--- config.mk ---
export PLATFORM = sky130hd
export DESIGN_NAME = sab_adc_ctl
export DESIGN_NICKNAME = d
export VERILOG_FILES = /design/src/rtl/sab_pkg.sv /design/src/rtl/sab_sar_if.sv /design/src/rtl/sab_sar.sv /design/src/rtl/sab_adc_ctl.sv
export VERILOG_INCLUDE_DIRS = /design/src /design/src/rtl
export SDC_FILE = /design/constraint.sdc
export NUM_CORES = 1
export LEC_CHECK = 0
export BUFFER_PORTS_ARGS = -buffer_cell sky130_fd_sc_hd__buf_2
export CAP_MARGIN = 30
export CORE_MARGIN = 1
export CORE_UTILIZATION = 45
export DETAILED_ROUTE_END_ITERATION = 8
export PLACE_DENSITY = 0.64
export SLEW_MARGIN = 20
export SYNTH_ARGS = -nofsm -noshare
export SYNTH_HDL_FRONTEND = slang
export SYNTH_SLANG_ARGS = --single-unit
--- constraint.sdc ---
create_clock -name clk -period 2.2 [get_ports clk]
set_input_delay 0.11 -clock clk [delete_from_list [all_inputs] [get_ports clk]]
set_output_delay 0.11 -clock clk [all_outputs]
set_load 0.01 [all_outputs]
--- src/rtl/sab_cfg.svh ---
// Timing counts, widths and codes of the converter control block
`ifndef SAB_CFG_SVH
`define SAB_CFG_SVH

`define SAB_CLK_NS        100
`define SAB_W             12
`define SAB_MSB_CODE      12'h800
`define SAB_LSB_BIT       12'h001
`define SAB_SHORT_BIT     12'h010
`define SAB_OE_ALL        12'hFFF
`define SAB_OE_BYTE       12'hFF0
`define SAB_OE_NONE       12'h000

// Bit decision periods per speed grade
`define SAB_BIT_SLOW_NS   1600
`define SAB_BIT_MID_NS    1000
`define SAB_BIT_FAST_NS   600
`define SAB_BIT_SLOW_CYC  (`SAB_BIT_SLOW_NS / `SAB_CLK_NS)
`define SAB_BIT_MID_CYC   (`SAB_BIT_MID_NS / `SAB_CLK_NS)
`define SAB_BIT_FAST_CYC  (`SAB_BIT_FAST_NS / `SAB_CLK_NS)

// Status fall after result valid, least time rounded up
`define SAB_HS_SLOW_NS    500
`define SAB_HS_MID_NS     300
`define SAB_HS_FAST_NS    300
`define SAB_HS_SLOW_CYC   ((`SAB_HS_SLOW_NS + `SAB_CLK_NS - 1) / `SAB_CLK_NS)
`define SAB_HS_MID_CYC    ((`SAB_HS_MID_NS + `SAB_CLK_NS - 1) / `SAB_CLK_NS)
`define SAB_HS_FAST_CYC   ((`SAB_HS_FAST_NS + `SAB_CLK_NS - 1) / `SAB_CLK_NS)

// Conversion time windows
`define SAB_TC12_SLOW_MIN_NS 15000
`define SAB_TC12_SLOW_MAX_NS 25000
`define SAB_TC8_SLOW_MIN_NS  10000
`define SAB_TC8_SLOW_MAX_NS  17000
`define SAB_TC12_MID_MIN_NS  9000
`define SAB_TC12_MID_MAX_NS  15000
`define SAB_TC8_MID_MIN_NS   6000
`define SAB_TC8_MID_MAX_NS   10000
`define SAB_TC12_FAST_MAX_NS 9000
`define SAB_TC8_FAST_MAX_NS  6800

`endif

--- src/rtl/sab_pkg.sv ---
// Types of the converter control block
package sab_pkg;
   typedef enum logic [1:0] {
      SAB_IDLE = 2'b00,
      SAB_CONV = 2'b01,
      SAB_HOLD = 2'b10
   } sab_state_e;

   typedef enum logic [1:0] {
      SAB_SPD_SLOW = 2'b00,
      SAB_SPD_MID  = 2'b01,
      SAB_SPD_FAST = 2'b10
   } sab_speed_e;

   typedef logic [11:0] sab_code_t;
endpackage

--- src/rtl/sab_sar_if.sv ---
// Link between the sequencer and the approximation register
`timescale 1ns/100ps
`default_nettype none
interface sab_sar_if;
   logic                start;
   logic                short_cyc;
   logic                step;
   logic                cmp_above;
   sab_pkg::sab_code_t  trial;
   sab_pkg::sab_code_t  result;
   logic                done;

   modport ctl (output start, short_cyc, step, cmp_above,
                input  trial, result, done);
   modport sar (input  start, short_cyc, step, cmp_above,
                output trial, result, done);
endinterface
`default_nettype wire

--- src/rtl/sab_sar.sv ---
// Successive approximation register, MSB first
`timescale 1ns/100ps
`default_nettype none
`include "sab_cfg.svh"
module sab_sar (
   // Clock and reset
   input wire logic clk,
   input wire logic rst,
   // Sequencer side
   sab_sar_if.sar   sif
);
   sab_pkg::sab_code_t trial_reg;
   sab_pkg::sab_code_t bit_reg;
   sab_pkg::sab_code_t result_reg;
   sab_pkg::sab_code_t keep;
   logic               active_reg;
   logic               short_reg;
   logic               done_reg;
   logic               last;

   // Drop the trial bit when the input sits below the trial level
   assign keep = sif.cmp_above ? trial_reg : (trial_reg & ~bit_reg);
   assign last = (bit_reg == `SAB_LSB_BIT) ||
                 (short_reg && (bit_reg == `SAB_SHORT_BIT));

   always_ff @(posedge clk) begin
      if (rst) begin
         trial_reg  <= 12'h000;
         bit_reg    <= 12'h000;
         active_reg <= 1'b0;
         short_reg  <= 1'b0;
      end else if (sif.start) begin
         trial_reg  <= `SAB_MSB_CODE;
         bit_reg    <= `SAB_MSB_CODE;
         active_reg <= 1'b1;
         short_reg  <= sif.short_cyc;
      end else if (active_reg && sif.step) begin
         if (last) begin
            trial_reg  <= keep;
            active_reg <= 1'b0;
         end else begin
            trial_reg <= keep | (bit_reg >> 1);
            bit_reg   <= bit_reg >> 1;
         end
      end
   end

   // Result loads only at the final decision, short cycles leave low bits 0
   always_ff @(posedge clk) begin
      if (rst) begin
         result_reg <= 12'h000;
         done_reg   <= 1'b0;
      end else begin
         done_reg <= active_reg && sif.step && last;
         if (active_reg && sif.step && last) begin
            result_reg <= keep;
         end
      end
   end

   assign sif.trial  = trial_reg;
   assign sif.result = result_reg;
   assign sif.done   = done_reg;
endmodule
`default_nettype wire

--- src/rtl/sab_adc_ctl.sv ---
// Bus interface and conversion sequencer of the 12-bit converter
//
// Contract
// - Chip select high: no conversion start and no bus drive.
// - Chip enable low keeps the device inactive on the bus.
// - Status high during a whole conversion, low otherwise.
// - Width select chooses 12-bit or 8-bit byte-wide read layout.
// - Byte address sets conversion length at start, byte at read.
// - Read/convert low starts a conversion, high reads the result.
// - Full conversion 15-25 us slow grade, 9-15 us mid grade.
// - Short conversion 10-17 us slow grade, 6-10 us mid grade.
// - Fast grade: 12-bit within 9 us, 8-bit within 6.8 us.
// - Result valid before status falls; fall 300-1200 or under 850 ns.
// - Left-justified fraction code, bit 11 most significant.
// - Unipolar straight binary, lowest input gives all zeros.
// - Bipolar offset binary major carry at mid code.
// - Top step reaches the all-ones code near full scale.
// - Data lines released whenever no read is running.
`timescale 1ns/100ps
`default_nettype none
`include "sab_cfg.svh"
module sab_adc_ctl (
   // Clock and reset
   input  wire logic        clk,
   input  wire logic        rst,
   // Host bus pins
   input  wire logic        cs_n,
   input  wire logic        ce,
   input  wire logic        read_conv,
   input  wire logic        byte_addr_short_cycle,
   input  wire logic        width_12,
   output logic             conversion_status,
   output logic [11:0]      result_bus_o,
   output logic [11:0]      result_bus_oe,
   // Static speed grade
   input  wire logic [1:0]  speed_sel,
   // Analog die
   input  wire logic        cmp_above,
   output logic [11:0]      dac_code
);
   sab_sar_if sif ();

   sab_pkg::sab_state_e state_reg;
   logic [4:0]  sync1_reg;
   logic [4:0]  sync2_reg;
   logic        ce_d_reg;
   logic        cmp1_reg;
   logic        cmp2_reg;
   logic        cs_n_s;
   logic        ce_s;
   logic        rc_s;
   logic        addr_s;
   logic        w12_s;
   logic        start;
   logic        rd_act;
   logic        short_reg;
   logic [7:0]  div_reg;
   logic [7:0]  hold_reg;
   logic [7:0]  bit_cyc;
   logic [7:0]  hs_cyc;
   logic [11:0] data_next;
   logic [11:0] oe_next;

   function automatic logic [7:0] bit_cycles(input logic [1:0] sel);
      unique case (sel)
         sab_pkg::SAB_SPD_MID:  bit_cycles = 8'(`SAB_BIT_MID_CYC);
         sab_pkg::SAB_SPD_FAST: bit_cycles = 8'(`SAB_BIT_FAST_CYC);
         default:               bit_cycles = 8'(`SAB_BIT_SLOW_CYC);
      endcase
   endfunction

   function automatic logic [7:0] hs_cycles(input logic [1:0] sel);
      unique case (sel)
         sab_pkg::SAB_SPD_MID:  hs_cycles = 8'(`SAB_HS_MID_CYC);
         sab_pkg::SAB_SPD_FAST: hs_cycles = 8'(`SAB_HS_FAST_CYC);
         default:               hs_cycles = 8'(`SAB_HS_SLOW_CYC);
      endcase
   endfunction

   sab_sar u_sar (
      .clk (clk),
      .rst (rst),
      .sif (sif)
   );

   // Pins come from the host bus, not from this clock
   always_ff @(posedge clk) begin
      if (rst) begin
         sync1_reg <= 5'h01;
         sync2_reg <= 5'h01;
         ce_d_reg  <= 1'b0;
      end else begin
         sync1_reg <= {width_12, byte_addr_short_cycle, read_conv, ce, cs_n};
         sync2_reg <= sync1_reg;
         ce_d_reg  <= sync2_reg[1];
      end
   end

   always_ff @(posedge clk) begin
      if (rst) begin
         cmp1_reg <= 1'b0;
         cmp2_reg <= 1'b0;
      end else begin
         cmp1_reg <= cmp_above;
         cmp2_reg <= cmp1_reg;
      end
   end

   assign cs_n_s = sync2_reg[0];
   assign ce_s   = sync2_reg[1];
   assign rc_s   = sync2_reg[2];
   assign addr_s = sync2_reg[3];
   assign w12_s  = sync2_reg[4];

   // Enable pulses shorter than one clock may be missed at this rate
   assign start = ce_s && !ce_d_reg && !cs_n_s && !rc_s
                  && (state_reg == sab_pkg::SAB_IDLE);
   assign rd_act = ce_s && !cs_n_s && rc_s;

   assign bit_cyc = bit_cycles(speed_sel);
   assign hs_cyc  = hs_cycles(speed_sel);

   // A start during a running conversion is ignored
   always_ff @(posedge clk) begin
      if (rst) begin
         state_reg <= sab_pkg::SAB_IDLE;
      end else begin
         unique case (state_reg)
            sab_pkg::SAB_IDLE: begin
               if (start) begin
                  state_reg <= sab_pkg::SAB_CONV;
               end
            end
            sab_pkg::SAB_CONV: begin
               if (sif.done) begin
                  state_reg <= sab_pkg::SAB_HOLD;
               end
            end
            sab_pkg::SAB_HOLD: begin
               if (hold_reg == hs_cyc - 8'h01) begin
                  state_reg <= sab_pkg::SAB_IDLE;
               end
            end
            default: state_reg <= sab_pkg::SAB_IDLE;
         endcase
      end
   end

   always_ff @(posedge clk) begin
      if (rst) begin
         short_reg <= 1'b0;
      end else if (start) begin
         short_reg <= addr_s;
      end
   end

   // Bit decision divider
   always_ff @(posedge clk) begin
      if (rst || state_reg != sab_pkg::SAB_CONV) begin
         div_reg <= 8'h00;
      end else if (div_reg == bit_cyc - 8'h01) begin
         div_reg <= 8'h00;
      end else begin
         div_reg <= div_reg + 8'h01;
      end
   end

   always_ff @(posedge clk) begin
      if (rst || state_reg != sab_pkg::SAB_HOLD) begin
         hold_reg <= 8'h00;
      end else begin
         hold_reg <= hold_reg + 8'h01;
      end
   end

   assign sif.start     = start;
   assign sif.short_cyc = addr_s;
   assign sif.step      = (state_reg == sab_pkg::SAB_CONV) &&
                          (div_reg == bit_cyc - 8'h01);
   assign sif.cmp_above = cmp2_reg;
   assign dac_code      = sif.trial;
   assign conversion_status = (state_reg != sab_pkg::SAB_IDLE);

   // Read layout; 8-bit mode puts both bytes on the upper eight lines
   always_comb begin
      data_next = 12'h000;
      oe_next   = `SAB_OE_NONE;
      if (rd_act) begin
         if (w12_s) begin
            data_next = sif.result;
            oe_next   = `SAB_OE_ALL;
         end else if (!addr_s) begin
            data_next = {sif.result[11:4], 4'h0};
            oe_next   = `SAB_OE_BYTE;
         end else begin
            data_next = {sif.result[3:0], 8'h00};
            oe_next   = `SAB_OE_BYTE;
         end
      end
   end

   always_ff @(posedge clk) begin
      if (rst) begin
         result_bus_o  <= 12'h000;
         result_bus_oe <= `SAB_OE_NONE;
      end else begin
         result_bus_o  <= data_next;
         result_bus_oe <= oe_next;
      end
   end

   // Checking helpers
   logic [8:0] busy_cnt;
   int         lim_min;
   int         lim_max;

   always_ff @(posedge clk) begin
      if (rst || !conversion_status) begin
         busy_cnt <= 9'h000;
      end else begin
         busy_cnt <= busy_cnt + 9'h001;
      end
   end

   always_comb begin
      lim_min = 0;
      lim_max = 0;
      unique case ({speed_sel, short_reg})
         3'b000: begin
            lim_min = `SAB_TC12_SLOW_MIN_NS / `SAB_CLK_NS;
            lim_max = `SAB_TC12_SLOW_MAX_NS / `SAB_CLK_NS;
         end
         3'b001: begin
            lim_min = `SAB_TC8_SLOW_MIN_NS / `SAB_CLK_NS;
            lim_max = `SAB_TC8_SLOW_MAX_NS / `SAB_CLK_NS;
         end
         3'b010: begin
            lim_min = `SAB_TC12_MID_MIN_NS / `SAB_CLK_NS;
            lim_max = `SAB_TC12_MID_MAX_NS / `SAB_CLK_NS;
         end
         3'b011: begin
            lim_min = `SAB_TC8_MID_MIN_NS / `SAB_CLK_NS;
            lim_max = `SAB_TC8_MID_MAX_NS / `SAB_CLK_NS;
         end
         3'b100: lim_max = `SAB_TC12_FAST_MAX_NS / `SAB_CLK_NS;
         3'b101: lim_max = `SAB_TC8_FAST_MAX_NS / `SAB_CLK_NS;
         default: begin
            lim_min = `SAB_TC12_SLOW_MIN_NS / `SAB_CLK_NS;
            lim_max = `SAB_TC8_SLOW_MAX_NS / `SAB_CLK_NS;
         end
      endcase
   end
endmodule
`default_nettype wire

# Word-level counts from Yosys, hierarchy flattened
# Index checks and enable logic that the tools add are counted.
[classes]
muxes = 19
reduce_logical = 28
add_sub_neg = 4
n_bitwise = 5
n_eq_ne = 14
[ops]
columns = ["operator", "count"]
rows = [
  ["$mux W12", 9],
  ["$add A8 B1 Y8 const B", 2],
  ["$eq A8 B8 Y1", 2],
  ["$sub A8 B1 Y8 const B", 2],
  ["$and A12 B12 Y12", 1],
  ["$eq A12 B1 Y1 const B", 1],
  ["$eq A12 B5 Y1 const B", 1],
  ["$not A12 Y12", 1],
  ["$or A12 B11 Y12", 1],
  ["$logic_and A1 B1 Y1", 10],
  ["$pmux W5 S2", 1],
  ["$ne A2 B2 Y1 const B", 4],
  ["$reduce_or A2 Y1", 4],
  ["$mux W2", 3],
  ["$pmux W2 S3", 1],
  ["$reduce_and A2 Y1", 3],
  ["$reduce_bool A2 Y1", 3],
  ["$eq A2 B1 Y1 const B", 2],
  ["$eq A2 B2 Y1 const B", 2],
  ["$mux W4", 1],
  ["$ne A2 B1 Y1 const B", 2],
  ["$logic_not A1 Y1", 3],
  ["$logic_or A1 B1 Y1", 3],
  ["$mux W1", 3],
  ["4 further kinds", 5],
]
[totals]
wordCells = 88
in_bits = 10
reg_bits = 94

# Longest topological paths before layout
[logic_depth]
ltp_word = 8
depth_mapped = 8

# By module
# From an unflattened synthesis, not the netlist that was laid out.
[unflattened]
cells_unflattened = 342
hier_area_um2 = 3320.7
[modules_own_cells]
columns = ["mod", "seq_area_each_um2", "instances", "area_per_inst_um2", "cells_per_inst"]
rows = [
  ["sab_adc_ctl", 900.9, 1, 1724.2, 167],
  ["sab_sar", 780.7, 1, 1596.5, 175],
]

# Worst setup path before layout
# No wires, ideal clock.
[synth_path]
path_kind = "reg-to-reg"
from = "register u_sar.bit_reg[9]"
to = "register u_sar.result_reg[10] (netlist: u_sar.sif.result[10])"
setup_ps = 70
t_arrival_ps = 1546
t_required_ps = 2130
path_stages_with_launch = 6
slack_ps = 584
cell_sequence = "dfxtp_1 > nor4_2 > o2111ai_1 > buf_2 > or4_1 > a21oi_1"
[synth_between]
elab_chain_len = 4
elab_cells_between_ends = 5
cone_classes = "eq/ne (2); reduce/logical (3)"
[synth_rtl]
columns = ["item", "line", "source"]
rows = [
  ["start: declaration", "sab_sar.sv:13", "sab_pkg::sab_code_t bit_reg;"],
  ["start signal: assignment", "sab_sar.sv:34", "bit_reg <= `SAB_MSB_CODE;"],
  ["start signal: assignment", "sab_sar.sv:43", "bit_reg <= bit_reg >> 1;"],
  ["$eq A12 B5 Y1 (no line)", "-", ""],
  ["$logic_and A1 B1 Y1", "sab_sar.sv:24", "(short_reg && (bit_reg == `SAB_SHORT_BIT));"],
  ["$logic_or A1 B1 Y1 *", "sab_sar.sv:23", "assign last = (bit_reg == `SAB_LSB_BIT) ||"],
  ["$logic_and A1 B1 Y1 *", "sab_sar.sv:55", "if (active_reg && sif.step && last) begin"],
  ["end signal: assignment", "sab_sar.sv:56", "result_reg <= keep;"],
  ["end: declaration", "sab_sar.sv:14", "sab_pkg::sab_code_t result_reg;"],
]
# Mark *: on every way between the ends. The rest lies on a longest branch, timed or not.
# A chain may end at the register's enable or synchronous reset.

# Final worst setup path
[layout_path]
from = "register u_sar.bit_reg[9]"
to = "register u_sar.result_reg[4] (netlist: u_sar.sif.result[4])"
# Same word-level chain as after synthesis.

==> results.ini <==
[worst_hold_path]
worstHoldPathType=in2reg

[pwr]
p_sw_share_pct=21.34
clockPowerShare_pct=43.9
total_power_uw=2849
switchingPower_uw=607.9
power_frac_seq_pct=54.0
p_comb_share_pct=2.1
vdd_ir_drop_max_mv=0.3467
p_leak_uw=0.001491
power.internal_uw=2241
power.density_nw_per_um2=735.0

[worst_setup_path]
cp-end-kind=register
arrival_ns=2.07
crit_path_start=u_sar.bit_reg[9]
worstReg2RegEnd=u_sar.sif.result[4]
max_stage_delay_ns=0.48
cp_cell_sequence=nor4_2, o2111ai_1, buf_4, or4_1, a21oi_1
cp_slowest_cell=or4_1
crit_buf_inv=1
cp_data_required_time_ns=2.47
r2r_cells=5
rrSetupSlack_ns=0.40
crit_end=u_sar.sif.result[4]
path_delay_family=simple AND/OR/NAND/NOR gates
cp.depth=5
worstSetupStartpointType=register
worstPathMaxFanout=22
critPathKind=reg2reg
r2r_start=u_sar.bit_reg[9]

[clocking]
clkTransAtPathRegs_ns=0.09
clock_sinks=84
cts_buffers=9
cts_tree=built
clk_latency_ns=0.35
post_cts_buffers=0
cts_max_level=3
root_buffer=clkbuf_8
clk_path_buf_depth=2
cts_resized=0

[layout]
area_growth_pct=15.77
layout.nets=410
drive_above_1_share_pct=18.95
num_antenna_cells=0
nFillCells=711
final_common_cell=dfxtp_1
multiInputGateArea_sq_um=1450
regArea_sq_um=1682
layout_common_cells=dfxtp_1 (84), buf_2 (46), a21oi_1 (28), nor2_1 (24), nand2_1 (17)

[logic_synthesis]
yosys_warnings=0
avgSynthCellArea_sq_um=9.326
synth-async-reset-ratio_pct=0
synthDistinctLibCells=41
syn_inst=359
synth_edf_count=0
synthFlopType=dfxtp_1
syn-num-nets=373
yosysSeqAreaShare_pct=50.22
synth_seq_cells=84
netlist_area_sq_um=3348

[floorplanning]
core_area_sq_um=7214
fp.dieH_um=88.26
die_area_sq_um=7790
die-width_um=88.26
start_util_pct=46.41
io_pins=47
rows=31

[global_routing]
antenna_found_initial=0
grt_util_all_layers_pct=18.01
overflow=0
grt_pass1_vias=2266
grt_max_degree=41
grt_pass1_wl_um=10780

[timing]
worst_slew_pin_slew_ns=0.5985
finalSetupViolations=0
rsz0062_at_grt=no
max_freq_mhz=555.8
slew_violations=0
min_period_ns=1.799
hold_viol=0
relSlewSlack_pct=60.10
skew_ns=0.009611
finalSetupTns_ns=0
period_share_pct=81.79

[drt]
routedWlPerCell_um=13.32
drt_iter0_drc=138
vias=2599
antenna_left=0
drc=0
wirelength_um=6658
dr.pass1.iters=4
avgViaCountPerCell=5.198

[run]
max-cap-violations=0

[placed_design]
place.gp.congestion=0.8310
numPortBuffers=46
dpl.hpwl_um=4544

[run_status]
status=finished, final reports clean

final cells by class:
cell class / instances / area share, %
Clock buffer: 10 / 3.551
Clock inverter: 6 / 2.453
Inverter: 14 / 1.356
Multi-Input combinational cell: 229 / 37.41
Sequential cell: 84 / 43.38
Tap cell: 99 / 3.196
Timing Repair Buffer: 58 / 8.651
through the flow:
stage	std cells	cell area [sq um]	hold WS, ns	setup slack, ns	utilization, %
detailed placement	478	3583	0.3049	0.3161	49.67
global placement	478	3583	0.3155	0.3346	49.67
finish	500	3876	0.2551	0.4007	53.73
CTS	500	3876	0.2478	0.4065	53.73
global route	500	3876	0.2789	0.2482	53.73
floorplan	359	3348	0.2138	0.5839	-
per-layer routing:
layer	up-vias	GRT usage (%)	wire length, um
met5	-	0	0
met4	0	8.944	170
met3	14	2.799	226
met2	55	28.46	3173
met1	1188	24.05	3087
li1	1342	-	-
worst min path at each step:
stage               startpoint      endpoint  slack, ns  cells past startpoint
finish                     rst  sync2_reg[4]       0.26                      2
global route               rst  sync1_reg[2]       0.28                      2
CTS                        rst  sync2_reg[4]       0.25                      2
detailed placement        cs_n  sync1_reg[0]       0.30                      2
global placement          cs_n  sync1_reg[0]       0.32                      2
floorplan                 cs_n  sync1_reg[0]       0.21                      1
worst register-to-register path: cells and delay by family, from the launching register on:
family | cells | cell delay (ns)
AO/OA/AOI/OAI | 2 | 0.32
buffers and inverters | 1 | 0.23
flip-flops | 1 | 0.36
AND/OR/NAND/NOR | 2 | 0.81
synthesized netlist by cell type, types with 5 or more instances:
cell type / count / share of area [%]
dfxtp_1: 84 / 50
a21oi_1: 28 / 4.2
nor2_1: 24 / 2.7
clkbuf_1: 17 / 1.9
nand2_1: 17 / 1.9
nor2b_1: 16 / 3.0
nand3_1: 15 / 2.2
o21ai_0: 15 / 2.2
inv_1: 14 / 1.6
o31ai_1: 13 / 2.9
xor2_1: 11 / 2.9
buf_4: 10 / 2.2
or4_1: 10 / 2.2
o22ai_1: 8 / 1.5
and3_1: 7 / 1.3
o41ai_1: 7 / 1.8
mux2i_1: 6 / 1.8
and2_1: 5 / 0.93
and4_1: 5 / 1.3
buf_2: 5 / 0.75
nand4_1: 5 / 0.93
power groups by stage:
| stage | Sequential [uW] | Clock, uW | Combinational, uW |
|---|---|---|---|
| detailed placement | 1570 | 0 | 53.0 |
| CTS | 1540 | 1280 | 61.2 |
| global placement | 1570 | 0 | 52.4 |
| global route | 1540 | 1340 | 67.5 |
| finish | 1540 | 1250 | 60.7 |
| floorplan | 1570 | 0 | 39.3 |
timing repair:
item	in CTS	in global routing
hold buffers	6	0
setup endpoints to repair	0	0
hold endpoints to repair	6	0
cell families (layout without fill, tap and decap cells):
| logic type | count (synthesis) | count (layout) | share of synthesized area, % |
|---|---|---|---|
| AO/OA/AOI/OAI | 81 | 81 | 15.21 |
| buffers and inverters | 46 | 88 | 6.465 |
| flip-flops | 84 | 84 | 50.22 |
| AND/OR/NAND/NOR | 123 | 123 | 20.89 |
| XOR/XNOR | 15 | 15 | 3.924 |
| multiplexers | 6 | 6 | 1.794 |
| adder cells (fa/ha/maj) | 4 | 4 | 1.495 |
Note: power is estimated with default switching activity, not from simulation.
